--- src/logic/isn_pkg.sv ---
// Shared constants and carrier types for the slave abort, forced NACK and DMA request block
`default_nettype none
package isn_pkg;
  // Register byte addresses
  localparam logic [7:0] ADDR_ABORT_SRC = 8'h80;  // Abort source, read only
  localparam logic [7:0] ADDR_NACK_CTRL = 8'h84;  // Forced slave NACK control
  localparam logic [7:0] ADDR_DMA_EN    = 8'h88;  // DMA channel enables
  localparam logic [7:0] ADDR_TX_WM     = 8'h8C;  // Transmit DMA watermark
  localparam logic [7:0] ADDR_RX_WM     = 8'h90;  // Receive DMA level
  localparam logic [7:0] ADDR_IRQ_STAT  = 8'hA0;  // Sticky event status, write one to clear
  localparam logic [7:0] ADDR_IRQ_MASK  = 8'hA4;  // Interrupt mask, one enables

  // Event indices inside the status bits
  localparam int EV_ARB_LOST  = 0;  // Slave transmitter lost arbitration
  localparam int EV_READ_DONE = 1;  // Slave read finished
  localparam int EV_BUS_LOST  = 2;  // Slave lost the bus while sending
  localparam int EV_CMD_MIS   = 3;  // Read command written while serving a read
  localparam int N_EV         = 4;

  // Field positions
  localparam int ABORT_LSB  = 12;  // Events sit at bits 15:12 of the abort source
  localparam int NACK_BIT   = 0;
  localparam int DMA_RX_BIT = 0;
  localparam int DMA_TX_BIT = 1;
  localparam int WM_W       = 3;   // Watermark fields are bits 2:0
  localparam int LVL_W      = 4;   // FIFO level counts

  // Reset values
  localparam logic            NACK_RST  = 1'b0;
  localparam logic [1:0]      DMA_RST   = 2'h0;
  localparam logic [WM_W-1:0] WM_RST    = 3'h0;
  localparam logic [N_EV-1:0] EV_RST    = 4'h0;

  // AXI responses
  localparam logic [1:0] RESP_OKAY   = 2'h0;
  localparam logic [1:0] RESP_SLVERR = 2'h2;

  // One register write as seen by the register file
  typedef struct packed {
    logic        en;
    logic [7:0]  addr;
    logic [31:0] data;
    logic [3:0]  strb;
  } isn_wr_t;

  // FIFO fill levels from the controller core
  typedef struct packed {
    logic [LVL_W-1:0] tx_level;
    logic [LVL_W-1:0] rx_level;
  } isn_fifo_t;
endpackage
`default_nettype wire

--- src/logic/isn_ctrl.sv ---
// Slave abort sources, forced slave NACK, DMA request generation and register file
// What this block does
// - Slave transmitter arbitration loss sets bit 12
// - Finished slave read sets bit 13
// - Slave bus loss sets bits 14 and 12
// - Read command while serving read sets 15
// - Forced NACK answers every received slave byte
// - Forced-NACK bytes never enter receive FIFO
// - Otherwise normal ACK; only slave receiver affected
// - Receive DMA requests only when enabled
// - Transmit DMA requests only when enabled
// - Transmit request while level at or below watermark
// - Receive request while level above programmed level
//
// Local design decision: register access over AXI4-Lite.
`default_nettype none
module isn_ctrl
  import isn_pkg::*;
(
  // Clock and reset
  input  wire logic              CLOCK_I,
  input  wire logic              SYS_RST_I,
  // AXI4-Lite write channels
  input  wire logic [7:0]        S_AXI_AWADDR_I,
  input  wire logic              S_AXI_AWVALID_I,
  output logic                   S_AXI_AWREADY_O,
  input  wire logic [31:0]       S_AXI_WDATA_I,
  input  wire logic [3:0]        S_AXI_WSTRB_I,
  input  wire logic              S_AXI_WVALID_I,
  output logic                   S_AXI_WREADY_O,
  output logic [1:0]             S_AXI_BRESP_O,
  output logic                   S_AXI_BVALID_O,
  input  wire logic              S_AXI_BREADY_I,
  // AXI4-Lite read channels
  input  wire logic [7:0]        S_AXI_ARADDR_I,
  input  wire logic              S_AXI_ARVALID_I,
  output logic                   S_AXI_ARREADY_O,
  output logic [31:0]            S_AXI_RDATA_O,
  output logic [1:0]             S_AXI_RRESP_O,
  output logic                   S_AXI_RVALID_O,
  input  wire logic              S_AXI_RREADY_I,
  // Events from the protocol engine, one-cycle pulses, and the read-serving level
  input  wire logic              SLAVE_TX_ARB_LOST_I,
  input  wire logic              SLAVE_READ_DONE_I,
  input  wire logic              SLAVE_BUS_LOST_I,
  input  wire logic              DATA_CMD_WR_I,
  input  wire logic              DATA_CMD_READ_I,
  input  wire logic              SLAVE_TX_SERVING_I,
  // Slave receive path from the protocol engine
  input  wire logic              SLAVE_RX_ROLE_I,
  input  wire logic              BYTE_DONE_I,
  input  wire logic              NORMAL_NACK_I,
  input  wire logic              RX_PUSH_REQ_I,
  output logic                   RX_PUSH_O,
  output logic                   ACK_NACK_O,
  output logic                   RX_ABORT_O,
  // Bus pins
  input  wire logic              SCL_I,
  input  wire logic              SDA_I,
  output logic                   SDA_O,
  output logic                   SDA_OEN_O,
  // FIFO levels and DMA handshake
  input  wire isn_pkg::isn_fifo_t FIFO_LEVEL_I,
  output logic                   RX_DMA_REQ_O,
  output logic                   TX_DMA_REQ_O,
  // Interrupt
  output logic                   IRQ_O
);
  isn_wr_t          wr;              // Register write strobe
  logic             wr_hit;          // Write address mapped
  logic             rd_en;           // Read accepted
  logic [7:0]       rd_addr;         // Read address
  logic [31:0]      rd_data;         // Read decode result
  logic             rd_hit;          // Read address mapped
  logic             forced_nack;     // Forced NACK control
  logic             rx_dma_enable;   // Receive channel enable
  logic             tx_dma_enable;   // Transmit channel enable
  logic [WM_W-1:0]  tx_dma_watermark;
  logic [WM_W-1:0]  rx_dma_watermark;
  logic [N_EV-1:0]  status;          // Sticky events, also abort source bits
  logic [N_EV-1:0]  mask;            // Interrupt mask
  logic [N_EV-1:0]  ev;              // Events this cycle
  logic [1:0]       pins;            // Filtered SCL and SDA
  logic             scl_prev;        // SCL one cycle ago
  logic             scl_fall;        // SCL falling edge seen
  logic             nack_active;     // Forcing applies now

  typedef enum logic [1:0] {ST_IDLE, ST_WAIT_FALL, ST_ACK_SLOT} isn_ack_t;
  isn_ack_t ack_state;

  // Register bus front end
  isn_axil u_axil (
    .clk_i     (CLOCK_I),
    .rst_i     (SYS_RST_I),
    .awaddr_i  (S_AXI_AWADDR_I),
    .awvalid_i (S_AXI_AWVALID_I),
    .awready_o (S_AXI_AWREADY_O),
    .wdata_i   (S_AXI_WDATA_I),
    .wstrb_i   (S_AXI_WSTRB_I),
    .wvalid_i  (S_AXI_WVALID_I),
    .wready_o  (S_AXI_WREADY_O),
    .bresp_o   (S_AXI_BRESP_O),
    .bvalid_o  (S_AXI_BVALID_O),
    .bready_i  (S_AXI_BREADY_I),
    .araddr_i  (S_AXI_ARADDR_I),
    .arvalid_i (S_AXI_ARVALID_I),
    .arready_o (S_AXI_ARREADY_O),
    .rdata_o   (S_AXI_RDATA_O),
    .rresp_o   (S_AXI_RRESP_O),
    .rvalid_o  (S_AXI_RVALID_O),
    .rready_i  (S_AXI_RREADY_I),
    .wr_o      (wr),
    .wr_hit_i  (wr_hit),
    .rd_en_o   (rd_en),
    .rd_addr_o (rd_addr),
    .rd_data_i (rd_data),
    .rd_hit_i  (rd_hit)
  );

  // Pins come from outside the clock domain
  isn_sync #(.W(2)) u_sync (
    .clk_i   (CLOCK_I),
    .rst_i   (SYS_RST_I),
    .async_i ({SDA_I, SCL_I}),
    .sync_o  (pins)
  );

  // Write address decode; abort source is read only and answers SLVERR on write
  always_comb begin
    case (wr.addr)
      ADDR_NACK_CTRL, ADDR_DMA_EN, ADDR_TX_WM, ADDR_RX_WM,
      ADDR_IRQ_STAT, ADDR_IRQ_MASK: wr_hit = 1'b1;
      default:                      wr_hit = 1'b0;
    endcase
  end

  // Read decode; unused bits read as zero
  always_comb begin
    rd_data = 32'h00000000;
    rd_hit  = 1'b1;
    case (rd_addr)
      ADDR_ABORT_SRC: rd_data[ABORT_LSB +: N_EV] = status;
      ADDR_NACK_CTRL: rd_data[NACK_BIT] = forced_nack;
      ADDR_DMA_EN: begin
        rd_data[DMA_RX_BIT] = rx_dma_enable;
        rd_data[DMA_TX_BIT] = tx_dma_enable;
      end
      ADDR_TX_WM:     rd_data[WM_W-1:0] = tx_dma_watermark;
      ADDR_RX_WM:     rd_data[WM_W-1:0] = rx_dma_watermark;
      ADDR_IRQ_STAT:  rd_data[N_EV-1:0] = status;
      ADDR_IRQ_MASK:  rd_data[N_EV-1:0] = mask;
      default:        rd_hit = 1'b0;
    endcase
  end

  // Control registers; all fields live in byte lane zero
  always_ff @(posedge CLOCK_I or posedge SYS_RST_I) begin
    if (SYS_RST_I) begin
      forced_nack      <= NACK_RST;
      rx_dma_enable    <= DMA_RST[DMA_RX_BIT];
      tx_dma_enable    <= DMA_RST[DMA_TX_BIT];
      tx_dma_watermark <= WM_RST;
      rx_dma_watermark <= WM_RST;
      mask             <= EV_RST;
    end else if (wr.en && wr.strb[0]) begin
      case (wr.addr)
        ADDR_NACK_CTRL: forced_nack <= wr.data[NACK_BIT];
        ADDR_DMA_EN: begin
          rx_dma_enable <= wr.data[DMA_RX_BIT];
          tx_dma_enable <= wr.data[DMA_TX_BIT];
        end
        ADDR_TX_WM:     tx_dma_watermark <= wr.data[WM_W-1:0];
        ADDR_RX_WM:     rx_dma_watermark <= wr.data[WM_W-1:0];
        ADDR_IRQ_MASK:  mask <= wr.data[N_EV-1:0];
        default:        mask <= mask;
      endcase
    end
  end

  // Event sources gathered per status bit
  always_comb begin
    ev = '0;
    ev[EV_ARB_LOST]  = SLAVE_TX_ARB_LOST_I | SLAVE_BUS_LOST_I;
    ev[EV_READ_DONE] = SLAVE_READ_DONE_I;
    // bus loss flag, arbitration bit above follows it
    ev[EV_BUS_LOST]  = SLAVE_BUS_LOST_I;
    ev[EV_CMD_MIS]   = DATA_CMD_WR_I & DATA_CMD_READ_I & SLAVE_TX_SERVING_I;
  end

  // Sticky status, write one to clear; a new event beats a clear in the same cycle
  always_ff @(posedge CLOCK_I or posedge SYS_RST_I) begin
    if (SYS_RST_I) begin
      status <= EV_RST;
    end else if (wr.en && wr.strb[0] && wr.addr == ADDR_IRQ_STAT) begin
      status <= (status & ~wr.data[N_EV-1:0]) | ev;
    end else begin
      status <= status | ev;
    end
  end

  // Level interrupt from unmasked status
  assign IRQ_O = |(status & mask);

  // Forcing only matters while this end is the slave receiver
  // role gating
  assign nack_active = forced_nack & SLAVE_RX_ROLE_I;

  assign RX_PUSH_O = RX_PUSH_REQ_I & ~nack_active;

  // SCL edge finder on the filtered pin
  always_ff @(posedge CLOCK_I or posedge SYS_RST_I) begin
    if (SYS_RST_I) begin
      scl_prev <= 1'b1;
    end else begin
      scl_prev <= pins[0];
    end
  end
  assign scl_fall = scl_prev & ~pins[0];

  // Acknowledge slot: wait for SCL low after the byte, drive for one bit period
  always_ff @(posedge CLOCK_I or posedge SYS_RST_I) begin
    if (SYS_RST_I) begin
      ack_state <= ST_IDLE;
    end else begin
      case (ack_state)
        ST_IDLE:      if (BYTE_DONE_I) ack_state <= ST_WAIT_FALL;
        ST_WAIT_FALL: if (scl_fall) ack_state <= ST_ACK_SLOT;
        ST_ACK_SLOT:  if (scl_fall) ack_state <= ST_IDLE;
        default:      ack_state <= ST_IDLE;
      endcase
    end
  end

  // Answer latched at the start of the slot
  always_ff @(posedge CLOCK_I or posedge SYS_RST_I) begin
    if (SYS_RST_I) begin
      ACK_NACK_O <= 1'b0;
      RX_ABORT_O <= 1'b0;
    end else begin
      RX_ABORT_O <= 1'b0;
      if (ack_state == ST_WAIT_FALL && scl_fall) begin
        ACK_NACK_O <= nack_active | NORMAL_NACK_I;
        RX_ABORT_O <= nack_active;
      end
    end
  end

  // Open drain: pull low for ACK only; enable is active low
  always_ff @(posedge CLOCK_I or posedge SYS_RST_I) begin
    if (SYS_RST_I) begin
      SDA_OEN_O <= 1'b1;
    end else if (ack_state == ST_WAIT_FALL && scl_fall) begin
      SDA_OEN_O <= nack_active | NORMAL_NACK_I;
    end else if (ack_state == ST_ACK_SLOT && scl_fall) begin
      SDA_OEN_O <= 1'b1;
    end
  end
  assign SDA_O = 1'b0;

  // Requests are combinational so they fall the cycle a level or enable changes;
  // the channel must be set for 16 or 32 bit beats
  // receive request
  assign RX_DMA_REQ_O = rx_dma_enable &
                        (FIFO_LEVEL_I.rx_level > {1'b0, rx_dma_watermark});
  assign TX_DMA_REQ_O = tx_dma_enable &
                        (FIFO_LEVEL_I.tx_level <= {1'b0, tx_dma_watermark});
endmodule
`default_nettype wire

--- src/logic/isn_sync.sv ---
// Three-stage input synchroniser with agreement filter
`default_nettype none
module isn_sync #(
  parameter int W = 2
) (
  // Clock and reset
  input  wire logic         clk_i,
  input  wire logic         rst_i,
  // Asynchronous inputs and filtered outputs
  input  wire logic [W-1:0] async_i,
  output logic      [W-1:0] sync_o
);
  // Widths below one cannot be served; refused while elaborating
  if (W < 1) begin : g_bad_width
    $error("isn_sync: W must be at least 1");
  end

  genvar g;
  generate
    for (g = 0; g < W; g++) begin : g_bit
      logic s1;  // Metastable stage, read only by s2
      logic s2;  // Second stage
      logic s3;  // Third stage
      // Chain of three flops; output moves only once stages two and three agree
      always_ff @(posedge clk_i or posedge rst_i) begin
        if (rst_i) begin
          s1        <= 1'b1;
          s2        <= 1'b1;
          s3        <= 1'b1;
          sync_o[g] <= 1'b1;
        end else begin
          s1 <= async_i[g];
          s2 <= s1;
          s3 <= s2;
          if (s2 == s3) begin
            sync_o[g] <= s3;
          end
        end
      end
    end
  endgenerate
endmodule
`default_nettype wire

--- src/logic/isn_axil.sv ---
// AXI4-Lite slave front end producing single-cycle register strobes
`default_nettype none
module isn_axil
  import isn_pkg::*;
(
  // Clock and reset
  input  wire logic        clk_i,
  input  wire logic        rst_i,
  // Write address and data
  input  wire logic [7:0]  awaddr_i,
  input  wire logic        awvalid_i,
  output logic             awready_o,
  input  wire logic [31:0] wdata_i,
  input  wire logic [3:0]  wstrb_i,
  input  wire logic        wvalid_i,
  output logic             wready_o,
  // Write response
  output logic [1:0]       bresp_o,
  output logic             bvalid_o,
  input  wire logic        bready_i,
  // Read address and data
  input  wire logic [7:0]  araddr_i,
  input  wire logic        arvalid_i,
  output logic             arready_o,
  output logic [31:0]      rdata_o,
  output logic [1:0]       rresp_o,
  output logic             rvalid_o,
  input  wire logic        rready_i,
  // Register file side
  output isn_pkg::isn_wr_t wr_o,
  input  wire logic        wr_hit_i,
  output logic             rd_en_o,
  output logic [7:0]       rd_addr_o,
  input  wire logic [31:0] rd_data_i,
  input  wire logic        rd_hit_i
);
  logic        aw_got;  // Address captured
  logic        w_got;   // Data captured
  logic [7:0]  aw_q;    // Held address
  logic [31:0] w_q;     // Held data
  logic [3:0]  s_q;     // Held strobes
  logic        wr_go;   // Both halves present

  // Either half may arrive first; each is refused while held or a response waits
  assign awready_o = ~aw_got & ~bvalid_o;
  assign wready_o  = ~w_got & ~bvalid_o;
  assign wr_go     = aw_got & w_got & ~bvalid_o;
  assign wr_o      = '{en: wr_go, addr: aw_q, data: w_q, strb: s_q};
  assign arready_o = ~rvalid_o;
  assign rd_en_o   = arvalid_i & arready_o;
  assign rd_addr_o = araddr_i;

  // Capture write address and data
  always_ff @(posedge clk_i or posedge rst_i) begin
    if (rst_i) begin
      aw_got <= 1'b0;
      w_got  <= 1'b0;
      aw_q   <= 8'h00;
      w_q    <= 32'h00000000;
      s_q    <= 4'h0;
    end else begin
      if (awvalid_i && awready_o) begin
        aw_got <= 1'b1;
        aw_q   <= awaddr_i;
      end else if (wr_go) begin
        aw_got <= 1'b0;
      end
      if (wvalid_i && wready_o) begin
        w_got <= 1'b1;
        w_q   <= wdata_i;
        s_q   <= wstrb_i;
      end else if (wr_go) begin
        w_got <= 1'b0;
      end
    end
  end

  // Write response, one cycle after the register strobe
  always_ff @(posedge clk_i or posedge rst_i) begin
    if (rst_i) begin
      bvalid_o <= 1'b0;
      bresp_o  <= RESP_OKAY;
    end else if (wr_go) begin
      bvalid_o <= 1'b1;
      bresp_o  <= wr_hit_i ? RESP_OKAY : RESP_SLVERR;
    end else if (bready_i) begin
      bvalid_o <= 1'b0;
    end
  end

  // Read data registered from the decode
  always_ff @(posedge clk_i or posedge rst_i) begin
    if (rst_i) begin
      rvalid_o <= 1'b0;
      rdata_o  <= 32'h00000000;
      rresp_o  <= RESP_OKAY;
    end else if (rd_en_o) begin
      rvalid_o <= 1'b1;
      rdata_o  <= rd_hit_i ? rd_data_i : 32'h00000000;
      rresp_o  <= rd_hit_i ? RESP_OKAY : RESP_SLVERR;
    end else if (rready_i) begin
      rvalid_o <= 1'b0;
    end
  end
endmodule
`default_nettype wire

--- config.mk ---
export PLATFORM = sky130hd
export DESIGN_NAME = isn_ctrl
export DESIGN_NICKNAME = d
export VERILOG_FILES = /design/src/logic/isn_pkg.sv /design/src/logic/isn_ctrl.sv /design/src/logic/isn_sync.sv /design/src/logic/isn_axil.sv
export SDC_FILE = /design/constraint.sdc
export NUM_CORES = 1
export LEC_CHECK = 0
export ABC_AREA = 1
export BUFFER_PORTS_ARGS = -buffer_cell sky130_fd_sc_hd__buf_4
export CAP_MARGIN = 20
export CORE_ASPECT_RATIO = 0.5
export CORE_MARGIN = 1.5
export CORE_UTILIZATION = 45
export CTS_BUF_LIST = sky130_fd_sc_hd__clkbuf_16
export CTS_CLUSTER_DIAMETER = 150
export CTS_CLUSTER_SIZE = 30
export DETAILED_ROUTE_END_ITERATION = 16
export PLACE_DENSITY = 0.81
export SLEW_MARGIN = 20
export SYNTH_ARGS = -nofsm -noshare
export SYNTH_HDL_FRONTEND = slang
export SYNTH_SLANG_ARGS = --single-unit
--- constraint.sdc ---
create_clock -name CLOCK_I -period 2.8 [get_ports CLOCK_I]
set_clock_uncertainty 0.1 [all_clocks]
set_input_delay 0.56 -clock CLOCK_I [delete_from_list [all_inputs] [get_ports CLOCK_I]]
set_output_delay 0.56 -clock CLOCK_I [all_outputs]
set_load 0.005 [all_outputs]
; ---- Yosys cells after proc, flatten, opt, wreduce, memory -nomap -nowiden
; Cells that the tools add are included.
[op_classes]
n_lt_le_gt_ge = 2
bitwise_logic = 25
eq_ne = 19
mux = 25
n_reduce_logical = 21
[ops]
columns = cell, count
row1 = 8-bit equality test (second input constant), 13
row2 = 16-bit 2-to-1 mux, 1
row3 = 1-bit bitwise AND, 12
row4 = 1-bit 2-to-1 mux, 12
row5 = 2-bit 2-to-1 mux, 5
row6 = 2-bit AND reduction, 5
row7 = 2-bit nonzero test, 5
row8 = 4-bit bitwise AND, 2
row9 = 4-bit 2-to-1 mux, 2
row10 = 4-bit OR, 2
row11 = 7-bit OR reduction, 1
row12 = 1-bit logical AND, 6
row13 = 2-bit != test (second input constant), 3
row14 = 1-bit NOT, 6
row15 = 1-bit one-hot mux with 6 select lines, 1
row16 = 2-bit one-hot mux with 3 select lines, 1
row17 = 6-bit OR reduction, 1
row18 = 1-bit one-hot mux with 5 select lines, 1
row19 = 4-bit by 3-bit > comparator with 1-bit output, 1
row20 = 4-bit by 3-bit less-or-equal comparator with 1-bit output, 1
row21 = 4-bit NOT, 1
row22 = 1-bit one-hot mux with 4 select lines, 1
row23 = 4-bit OR reduction, 1
row24 = 3-bit AND reduction, 1
row25 = other kinds (6), 7
[word_totals]
word_cells = 118
in_bits = 79
ff_bits = 80
out_inout_bits = 49

; ---- Longest topological paths before layout
; Gate-level depths: netlist of run 1.
[depth]
word_depth = 5
ltp_mapped = 9

; ---- Cells and area by module
; A second synthesis of run 1 with hierarchy kept.
[hier_totals]
cells_unflattened = 640
hier_area_um2 = 5238.8
[modules_own_cells]
columns = mod, cells_each, seq_area_each_um2, area_per_inst_um2, instances
row1 = isn_axil, 369, 2052.0, 3330.7, 1
row2 = isn_ctrl, 254, 578.1, 1661.6, 1
row3 = isn_sync, 17, 210.2, 246.5, 1

; ---- Least setup slack after synthesis of run 1
; Ideal clock, no wire load.
[synth_timing]
path_kind = input-to-output
startpoint = input port FIFO_LEVEL_I[6] (netlist name)
endpoint = output port TX_DMA_REQ_O
path_buffers = 0
t_arrival_ns = 1.243
slack_ns = 0.897
cell_stages = 6
required_time_ns = 2.140
path_cell_list = ha_1 a21oi_1 o21ai_0 nand2_1 nand2_1 nor2_1
[synth_via]
elab_chain_len = 2
[synth_rtl]
columns = element, line
row1 = from (decl), isn_ctrl.sv:63  ; input wire isn_pkg::isn_fifo_t FIFO_LEVEL_I,
row2 = 4-bit by 3-bit less-or-equal comparator with 1-bit output, isn_ctrl.sv:266  ; (FIFO_LEVEL_I.tx_level <= {1'b0, tx_dma_watermark});
row3 = 1-bit bitwise AND, isn_ctrl.sv:265  ; assign TX_DMA_REQ_O = tx_dma_enable &
row4 = to (decl), isn_ctrl.sv:65  ; output logic TX_DMA_REQ_O,
; Every way passes these cells.

; ---- Worst setup path in the final report of run 1
[layout_timing]
startpoint = register rx_dma_watermark[2]
endpoint = output port RX_DMA_REQ_O
[layout_via]
elab_chain_len = 2
[layout_rtl]
columns = element, line
row1 = from (decl), isn_ctrl.sv:79  ; logic [WM_W-1:0] rx_dma_watermark;
row2 = from (signal assigned), isn_ctrl.sv:173  ; ADDR_RX_WM: rx_dma_watermark <= wr.data[WM_W-1:0];
row3 = 4-bit by 3-bit > comparator with 1-bit output, isn_ctrl.sv:264  ; (FIFO_LEVEL_I.rx_level > {1'b0, rx_dma_watermark});
row4 = 1-bit bitwise AND, isn_ctrl.sv:263  ; assign RX_DMA_REQ_O = rx_dma_enable &
row5 = to (decl), isn_ctrl.sv:64  ; output logic RX_DMA_REQ_O,
; Every way passes these cells.

==> out/metrics.yaml, run 1 <==
global_routing:
  grt_antenna_before_repair: 0
  track_usage_pct: 17.0
  grt_pass1_vias: 1983
  grt_max_degree: 30
  grt.overflow.total: 0
  grt_pass1_wl_mm: 8.99
timing:
  relSlewSlack_pct: 61.2
  setup_viol: 0
  hold_viol: 0
  rsz0062_at_grt: "false"
  fmax_mhz: 456
  holdWs_ps: 238
  setup_tns_ps: 0
  min_period_ps: 2190
  post-route-period-util_pct: 78.4
  tightest_slew_ps: 581
  final_max_slew_viol_count: 0
power_and_ir_drop:
  ir_drop_v: 0.000420
  p_per_area_mw_per_mm2: 711
  leakage_nw: 1.79
synthesis:
  synth-edff-count: 0
  synth-seq-cells: 54
  synth_ff_type: "dfrtp_1"
  synth_cell_type_count: 30
  ys_seq_area_share_pct: 48.3
  syn_area_mm2: 0.00282
  yosysWarnings: 0
  netlist_instances: 334
  synthArstFlopShare_pct: 100
  syn_avg_cell_area_um2: 8.43
worst_setup_path:
  worst_ep_arrival_time_ps: 1530
  worstPathMaxFanout: 3
  worst_path_most_repeated_cell: "a21oi_1"
  rr_worst_depth: 6
  crit_path_end_kind: "output port"
  cp.required_ps: 2140
  path_cells: "inv_1, ha_1, a21oi_1, o21ai_0, a21oi_1, nor2_1, buf_4"
  cp_slowest_cell: "dfrtp_1"
  crit_type: "reg2out"
  slowest_delay_ps: 360
  crit_path_start_kind: "flip-flop"
outcome:
  status: "complete, no violations"
clock_tree:
  cts_max_path_buffers: 2
  cts_resized: 0
  cts_root_buffer: "clkbuf_16"
  cts_tree: "yes"
  cts_sinks: 54
  cts-hold-fix-buffers: 0
  cts_setup_buffers: 0
  clk_pin_slew_ps: 70
  clkLatencyLatePin_ps: 290
  cts_buffers: 5
  htree_levels: 2
floorplanning:
  rows: 20
  fp.coreArea_mm2: 0.00606
  die-area_mm2: 0.00677
  io-pin-count: 128
  start_util_pct: 46.5
  die_h_um: 58.9
  fp.dieW_um: 115
flow_run:
  cap_violations: 0
final_layout:
  fin_area_mm2: 0.00347
  area_growth_pct: 23.3
  layout.nets: 492
  drive_above_1_share_pct: 26.5
  diodes: 0
  final_util_pct: 57.3
route:
  ant_nets: 0
  wl_per_cell_um: 10.8
  routed_wl_mm: 5.35
  first_iter_violations: 72
  vias: 2274
  route.detailed.drc: 0
  vias_per_cell: 4.58
  drtPass1Iterations: 4
placement:
  dp_hpwl_mm: 4.16
  placedInstanceArea_mm2: 0.00333
  place_congestion: 0.809
  io_buffers: 68
hold_path:
  min_path_type: "in2async"
==> cells in the mapped netlist (4+ instances only) <==
library cell  number  area share, %
inv_1             37            4.9
buf_4             27            7.2
dfrtp_1           48             43
dfstp_2            6            5.6
a21oi_1           18            3.2
nor2_2             5            1.1
nand2_1           67            8.9
nand3_1           25            4.4
o21ai_0           23            4.1
nor2_1            36            4.8
ha_1               6            2.7
nand2_2            5            1.1
nor2_4             5            2.0
o21ai_1            4           0.71
==> placed cells by master (no fill, tap or decap), types with 2 or more instances in the layout <==
cell type and instances:
nor2_4 5, a21oi_1 18, mux2_2 3, nand3_1 25
nand2_1 67, nor2_1 36, clkbuf_16 5, o31ai_1 2
conb_1 27, ha_1 6, buf_4 70, inv_2 3
nand2_2 5, dfstp_2 6, dfrtp_1 48, nor3_1 3
inv_1 36, nor2_2 5, o21ai_0 23, o21ai_1 4
==> critical path, delay by kind of cell, from the launching register on <==
family,cells,cell delay [ps]
flip-flops,1,360
buffers and inverters,2,190
AND/OR/NAND/NOR,1,50
AO/OA/AOI/OAI,3,350
adder cells (fa/ha/maj),1,300
==> metrics by stage <==
stage	total power, mW	std cells	setup WS, ps
floorplan	1.65	360	835
global placement	1.85	488	626
detailed placement	1.88	488	615
CTS	2.49	496	590
global route	2.65	496	410
finish	2.47	496	605
==> layout make-up <==
cell class | count | area, um^2
Fill cell | 561 | 2580
Tap cell | 88 | 110
Clock inverter | 3 | 21.3
Multi-Input combinational cell | 237 | 1180
Inverter | 39 | 146
Clock buffer | 5 | 125
Timing Repair Buffer | 70 | 526
Sequential cell | 54 | 1360
==> per-layer routing <==
layer	part of all wire [%]	up-vias	global-route usage, %
met5	0	-	0
met4	0.28	0	3.70
met3	5.8	2	4.12
met2	45	68	27.4
met1	48	1043	23.7
li1	-	1161	-
==> final timing paths <==
path                                          start                  to  slack (ps)
max in group asynchronous                 SYS_RST_I   u_axil.rdata_o[2]        1750
worst min-delay path                      SYS_RST_I        ack_state[0]         240
worst max-delay path            rx_dma_watermark[2]        RX_DMA_REQ_O         610
min in group CLOCK_I             u_sync.g_bit[0].s1  u_sync.g_bit[0].s2         260
worst max register to register       u_axil.aw_q[6]           status[0]        1340
worst min register to register   u_sync.g_bit[0].s1  u_sync.g_bit[0].s2         260
==> power by group <==
part | internal (mW) | switching [mW]
registers | 0.986 | 0.145
logic | 0.321 | 0.411
clock network | 0.331 | 0.273
total | 1.64 | 0.829
==> registers in the layout, indices dropped and copies added (netlist names), 2 cells and up <==
name / flops
u_axil.aw_q: 8
u_axil.rdata_o: 8
mask: 4
status: 4
u_axil.w_q: 4
rx_dma_watermark: 3
tx_dma_watermark: 3
ack_state: 2
==> cell families after synthesis <==
family | after synthesis | synth area share [%]
AOI/OAI and AO/OA | 48 | 8.80
other | 1 | 0.133
DFF | 54 | 48.3
buffers and inverters | 69 | 13.1
muxes | 4 | 1.60
and+or+nand+nor | 151 | 25.1
adders and majority gates | 7 | 3.02
Note: power is estimated with default switching activity, not from simulation.
==> run 2, diff against run 1 <==
Clock period 2.8 ns to 2.05 ns, I/O delays scaled along.
==> out/metrics.yaml, run 2 (synthesized netlist as in run 1, its figures left out) <==
route:
  first_iter_violations: 92  # was 72
  wl_per_cell_um: 11.5  # was 10.8 um
  routed_wl_mm: 5.75  # was 5.35 mm
  vias: 2331  # was 2,274
  vias_per_cell: 4.66  # was 4.58
  route.detailed.drc: 0  # unchanged
  ant_nets: 0  # unchanged
  drtPass1Iterations: 4  # unchanged
worst_setup_path:
  crit_path_end_kind: "output port"  # unchanged
  worst_ep_arrival_time_ps: 1510  # was 1530 ps
  cp.required_ps: 1540  # was 2140 ps
  crit_buf_inv: 2  # unchanged
  path_cells: "inv_2, ha_4, a21oi_2, o21ai_1, a21oi_1, nor2_1, buf_4"  # was inv_1, ha_1, a21oi_1, o21ai_0, a21oi_1, nor2_1, buf_4
  crit_type: "reg2out"  # unchanged
  crit_path_start_kind: "flip-flop"  # unchanged
  cp_slowest_cell: "dfrtp_1"  # unchanged
  worstPathMaxFanout: 3  # unchanged
  slowest_delay_ps: 390  # was 360 ps
  crit_family: "flip-flops"  # unchanged
clock_tree:
  cts_max_path_buffers: 2  # unchanged
  htree_levels: 2  # unchanged
  cts-hold-fix-buffers: 0  # unchanged
  cts_tree: "yes"  # unchanged
  clkLatencyLatePin_ps: 290  # about the same
  cts_root_buffer: "clkbuf_16"  # unchanged
  clk_pin_slew_ps: 70  # about the same
  cts_buffers: 5  # unchanged
  cts_sinks: 54  # unchanged
floorplanning:
  die-area_mm2: 0.00677  # unchanged
  io-pin-count: 128  # unchanged
  rows: 20  # unchanged
  fp.dieW_um: 115  # unchanged
  start_util_pct: 46.5  # unchanged
  fp.coreArea_mm2: 0.00606  # unchanged
  die_h_um: 58.9  # unchanged
final_layout:
  fillCellCount: 533  # was 561
  area_growth_pct: 26.7  # was 23.3%
  final_util_pct: 58.9  # was 57.3%
  diodes: 0  # unchanged
  layout_common_cells: "buf_4, nand2_1, dfrtp_1"  # unchanged
  layout.nets: 496  # was 492
  drive_above_1_share_pct: 28.4  # was 26.5%
  final_common_cell: "buf_4"  # unchanged
  top_regs: "u_axil.aw_q (8), u_axil.rdata_o (8)"  # unchanged
global_routing:
  grt.overflow.total: 0  # unchanged
  grt_max_degree: 37  # was 30
  grt_pass1_wl_mm: 9.37  # was 8.99 mm
  grt_pass1_vias: 2069  # was 1,983
  track_usage_pct: 17.8  # was 17.0%
  grt_antenna_before_repair: 0  # unchanged
timing:
  hold_viol: 0  # unchanged
  setup_viol: 0  # unchanged
  final_max_slew_viol_count: 0  # unchanged
  holdWs_ps: 13.2  # was 238 ps
  post-route-period-util_pct: 98.4
  fmax_mhz: 496
  setup_slack_ps: 33.6  # was 605 ps
  rsz0062_at_grt: "true"  # was false
  min_period_ps: 2020
placement:
  dp_slack_ps: 152  # was 615 ps
  io_buffers: 68  # unchanged
  dp_hpwl_mm: 4.25  # was 4.16 mm
  place_congestion: 0.820  # was 0.809
outcome:
  status: "complete, no violations"  # unchanged
power_and_ir_drop:
  ir_drop_v: 0.000595  # was 0.000420 V
  p_per_area_mw_per_mm2: 1010  # was 711 mW/mm^2
  leakage_nw: 1.83  # was 1.79 nW
hold_path:
  min_path_type: "in2async"  # unchanged
flow_run:
  cap_violations: 0  # unchanged
-- run 2: timing repair --
| action | 4_1_cts | 5_1_grt |
|---|---|---|
| setup buffers | 1 | 3 |
| setup endpoints to repair | 2 | 2 |
| resized for setup | 3 | 5 |
| pin swaps | 0 | 2 |
-- run 2: final timing paths --
path / from / end / slack [ps] / cells after the start
worst max-delay path: rx_dma_watermark[2] / RX_DMA_REQ_O / 30 / 7
worst min-delay path: SYS_RST_I / u_axil.w_got / 10 / 2
worst max register to register: u_axil.aw_q[6] / status[2] / 580 / 6
worst min register to register: u_sync.g_bit[0].s1 / u_sync.g_bit[0].s2 / 260 / 0
max in group asynchronous: SYS_RST_I / SDA_OEN_O / 1250 / 3
min in group CLOCK_I: SCL_I / u_sync.g_bit[0].s1 / 120 / 1
-- run 2: where the power goes --
group	internal [mW]	switching, mW	total (mW)
Sequential	1.35	0.197	1.54
Clock	0.572	0.380	0.952
Combinational	0.497	0.602	1.10
-- run 2: layer usage --
metal  share of wire [%]  GRT usage (%)  wire (um)
met5                   0              0          0
met4                 1.9           6.35        108
met3                 5.9           3.81        342
met2                  46           28.7       2650
met1                  46           24.2       2650
-- run 2: metrics by stage --
step / instance area, um^2 / total power [mW] / TNS [ps] / cells
after global placement: 3340 / 2.54 / 0 / 488
after floorplan: 2910 / 2.25 / 0 / 360
after CTS: 3540 / 3.57 / 0 / 497
after detailed placement: 3340 / 2.59 / 0 / 488
after global routing: 3570 / 3.85 / -72.8 / 500
final: 3570 / 3.60 / 0 / 500
-- run 2: layout make-up --
type                       count  area [um^2]  share of cell area (%)
sequential                    54         1360                    38.1
multi-input combinational    237         1220                    34.1
timing repair buffer          74          568                    15.9
inverter                      39          146                    4.10
clock buffer                   5          125                    3.51
tap                           88          110                    3.09
clock inverter                 3         41.3                    1.16
==> run 3, diff against run 2 <==
Settings changed: ABC_CLOCK_PERIOD_IN_PS set to 2050, SETUP_SLACK_MARGIN set to 0.2.
==> out/metrics.yaml, run 3 (synthesized netlist as in run 1, its figures left out) <==
outcome:
  status: "complete, no violations"  # unchanged
global_routing:
  grt_max_degree: 37  # unchanged
  grt_antenna_before_repair: 0  # unchanged
  grt_pass1_vias: 2093  # was 2,069
  grt_pass1_wl_mm: 9.44  # was 9.37 mm
  grt.overflow.total: 0  # unchanged
  track_usage_pct: 17.9  # was 17.8%
route:
  wl_per_cell_um: 11.4  # was 11.5 um
  drtPass1Iterations: 4  # unchanged
  vias_per_cell: 4.64  # was 4.66
  vias: 2324  # was 2,331
  first_iter_violations: 107  # was 92
  ant_nets: 0  # unchanged
  routed_wl_mm: 5.72  # was 5.75 mm
  route.detailed.drc: 0  # unchanged
timing:
  post-route-period-util_pct: 96.4  # was 98.4%
  hold_viol: 0  # unchanged
  fmax_mhz: 506  # was 496 MHz
  final_max_slew_viol_count: 0  # unchanged
  min_period_ps: 1980  # was 2020 ps
  setup_viol: 0  # unchanged
  rsz0062_at_grt: "true"  # unchanged
final_layout:
  diodes: 0  # unchanged
  fillCellCount: 534  # was 533
  final_common_cell: "buf_4"  # unchanged
  area_growth_pct: 27.4  # was 26.7%
  drive_above_1_share_pct: 28.8  # was 28.4%
  fin_area_mm2: 0.00359  # was 0.00357 mm^2
  layout_common_cells: "buf_4, nand2_1, dfrtp_1"  # unchanged
  layout.nets: 497  # was 496
  top_regs: "u_axil.aw_q (8), u_axil.rdata_o (8)"  # unchanged
clock_tree:
  htree_levels: 2  # unchanged
  clkLatencyLatePin_ps: 290  # about the same
  clk_pin_slew_ps: 70  # about the same
  cts_max_path_buffers: 2  # unchanged
  cts_buffers: 5  # unchanged
  cts_sinks: 54  # unchanged
  cts_root_buffer: "clkbuf_16"  # unchanged
  cts_tree: "yes"  # unchanged
  cts-hold-fix-buffers: 0  # unchanged
worst_setup_path:
  slowest_delay_ps: 400  # was 390 ps
  path_cells: "inv_2, ha_4, a21oi_2, o21ai_1, nand2_1, nand2_1, nor2_1, buf_4"  # was inv_2, ha_4, a21oi_2, o21ai_1, a21oi_1, nor2_1, buf_4
  crit_type: "reg2out"  # unchanged
  worst_ep_arrival_time_ps: 1470  # was 1510 ps
  crit_path_start_kind: "flip-flop"  # unchanged
  worst_path_most_repeated_cell: "nand2_1"
  crit_path_end_kind: "output port"  # unchanged
  worstPathMaxFanout: 3  # unchanged
  cp.required_ps: 1540  # about the same
  cp_slowest_cell: "dfrtp_1"  # unchanged
placement:
  dp_hpwl_mm: 4.25  # unchanged
  place_congestion: 0.820  # unchanged
  placedInstanceArea_mm2: 0.00334  # unchanged
  io_buffers: 68  # unchanged
power_and_ir_drop:
  ir_drop_v: 0.000597  # was 0.000595 V
  p_per_area_mw_per_mm2: 1000  # was 1010 mW/mm^2
  leakage_nw: 1.83  # about the same
  finalPower_mw: 3.60  # about the same
hold_path:
  min_path_type: "in2async"  # unchanged
floorplanning:
  fp.dieW_um: 115  # unchanged
  die-area_mm2: 0.00677  # unchanged
  rows: 20  # unchanged
  start_util_pct: 46.5  # unchanged
  die_h_um: 58.9  # unchanged
  fp.coreArea_mm2: 0.00606  # unchanged
  io-pin-count: 128  # unchanged
flow_run:
  cap_violations: 0  # unchanged
[run 3: cell count changes in the layout (fill, tap and decap cells not counted), sizes merged]
cell  delta
buf      +1
[run 3: layer usage]
| metal | vias to the layer above | GRT usage, % | wire length [um] |
|---|---|---|---|
| met5 | - | 0 | 0 |
| met3 | 11 | 3.81 | 318 |
| met4 | 0 | 6.35 | 83 |
| li1 | 1166 | - | - |
| met1 | 1064 | 24.1 | 2680 |
| met2 | 83 | 29.3 | 2640 |
[run 3: power breakdown]
group	internal [mW]	total [mW]	switching (mW)
combinational	0.504	1.11	0.605
sequential	1.35	1.54	0.197
clock	0.572	0.948	0.376
total	2.42	3.60	1.18
[run 3: worst max-delay path: cells and delay by family (launching register included)]
kind,cells,cell delay [ps]
AOI/OAI and AO/OA,2,170
adders and majority gates,1,200
and+or+nand+nor,3,190
DFF,1,400
buffers and inverters,2,200
[run 3: final cells by class]
cell class                      instances  area [um^2]  share of cell area, %
Clock buffer                            5          125                   3.49
Clock inverter                          3         41.3                   1.15
Inverter                               39          146                   4.08
Multi-Input combinational cell        237         1230                   34.3
Sequential cell                        54         1360                   37.9
Tap cell                               88          110                   3.07
Timing Repair Buffer                   75          576                   16.0
[run 3: path summary, 6_finish.rpt]
kind	start	end	slack, ps	depth (start not counted)
worst max-delay path	tx_dma_watermark[2]	TX_DMA_REQ_O	70	8
worst max register to register	u_axil.aw_q[6]	status[2]	580	6
max in group asynchronous	SYS_RST_I	SDA_OEN_O	1240	3
worst min-delay path	SYS_RST_I	u_axil.w_got	20	2
worst min register to register	u_sync.g_bit[0].s1	u_sync.g_bit[0].s2	260	0
min in group CLOCK_I	SCL_I	u_sync.g_bit[0].s1	120	1
[run 3: metrics by stage]
| stage | worst slack [ps] | setup TNS (ps) | utilization, % | hold WS, ps | cells |
|---|---|---|---|---|---|
| CTS | 62.8 | 0 | 58.8 | 26.7 | 499 |
| global route | -26.1 | -44.4 | 59.2 | 49.4 | 501 |
| global placement | 177 | 0 | 55.1 | 246 | 488 |
| floorplan | 235 | 0 | - | 245 | 360 |
| finish | 74.6 | 0 | 59.2 | 16.1 | 501 |
| detailed placement | 152 | 0 | 55.1 | 247 | 488 |
[run 3: repair_timing]
action	in CTS	in global routing
gates resized for setup	8	1
setup buffers	3	2
gates cloned	0	0
pin swaps	4	2
setup endpoints to repair	2	2
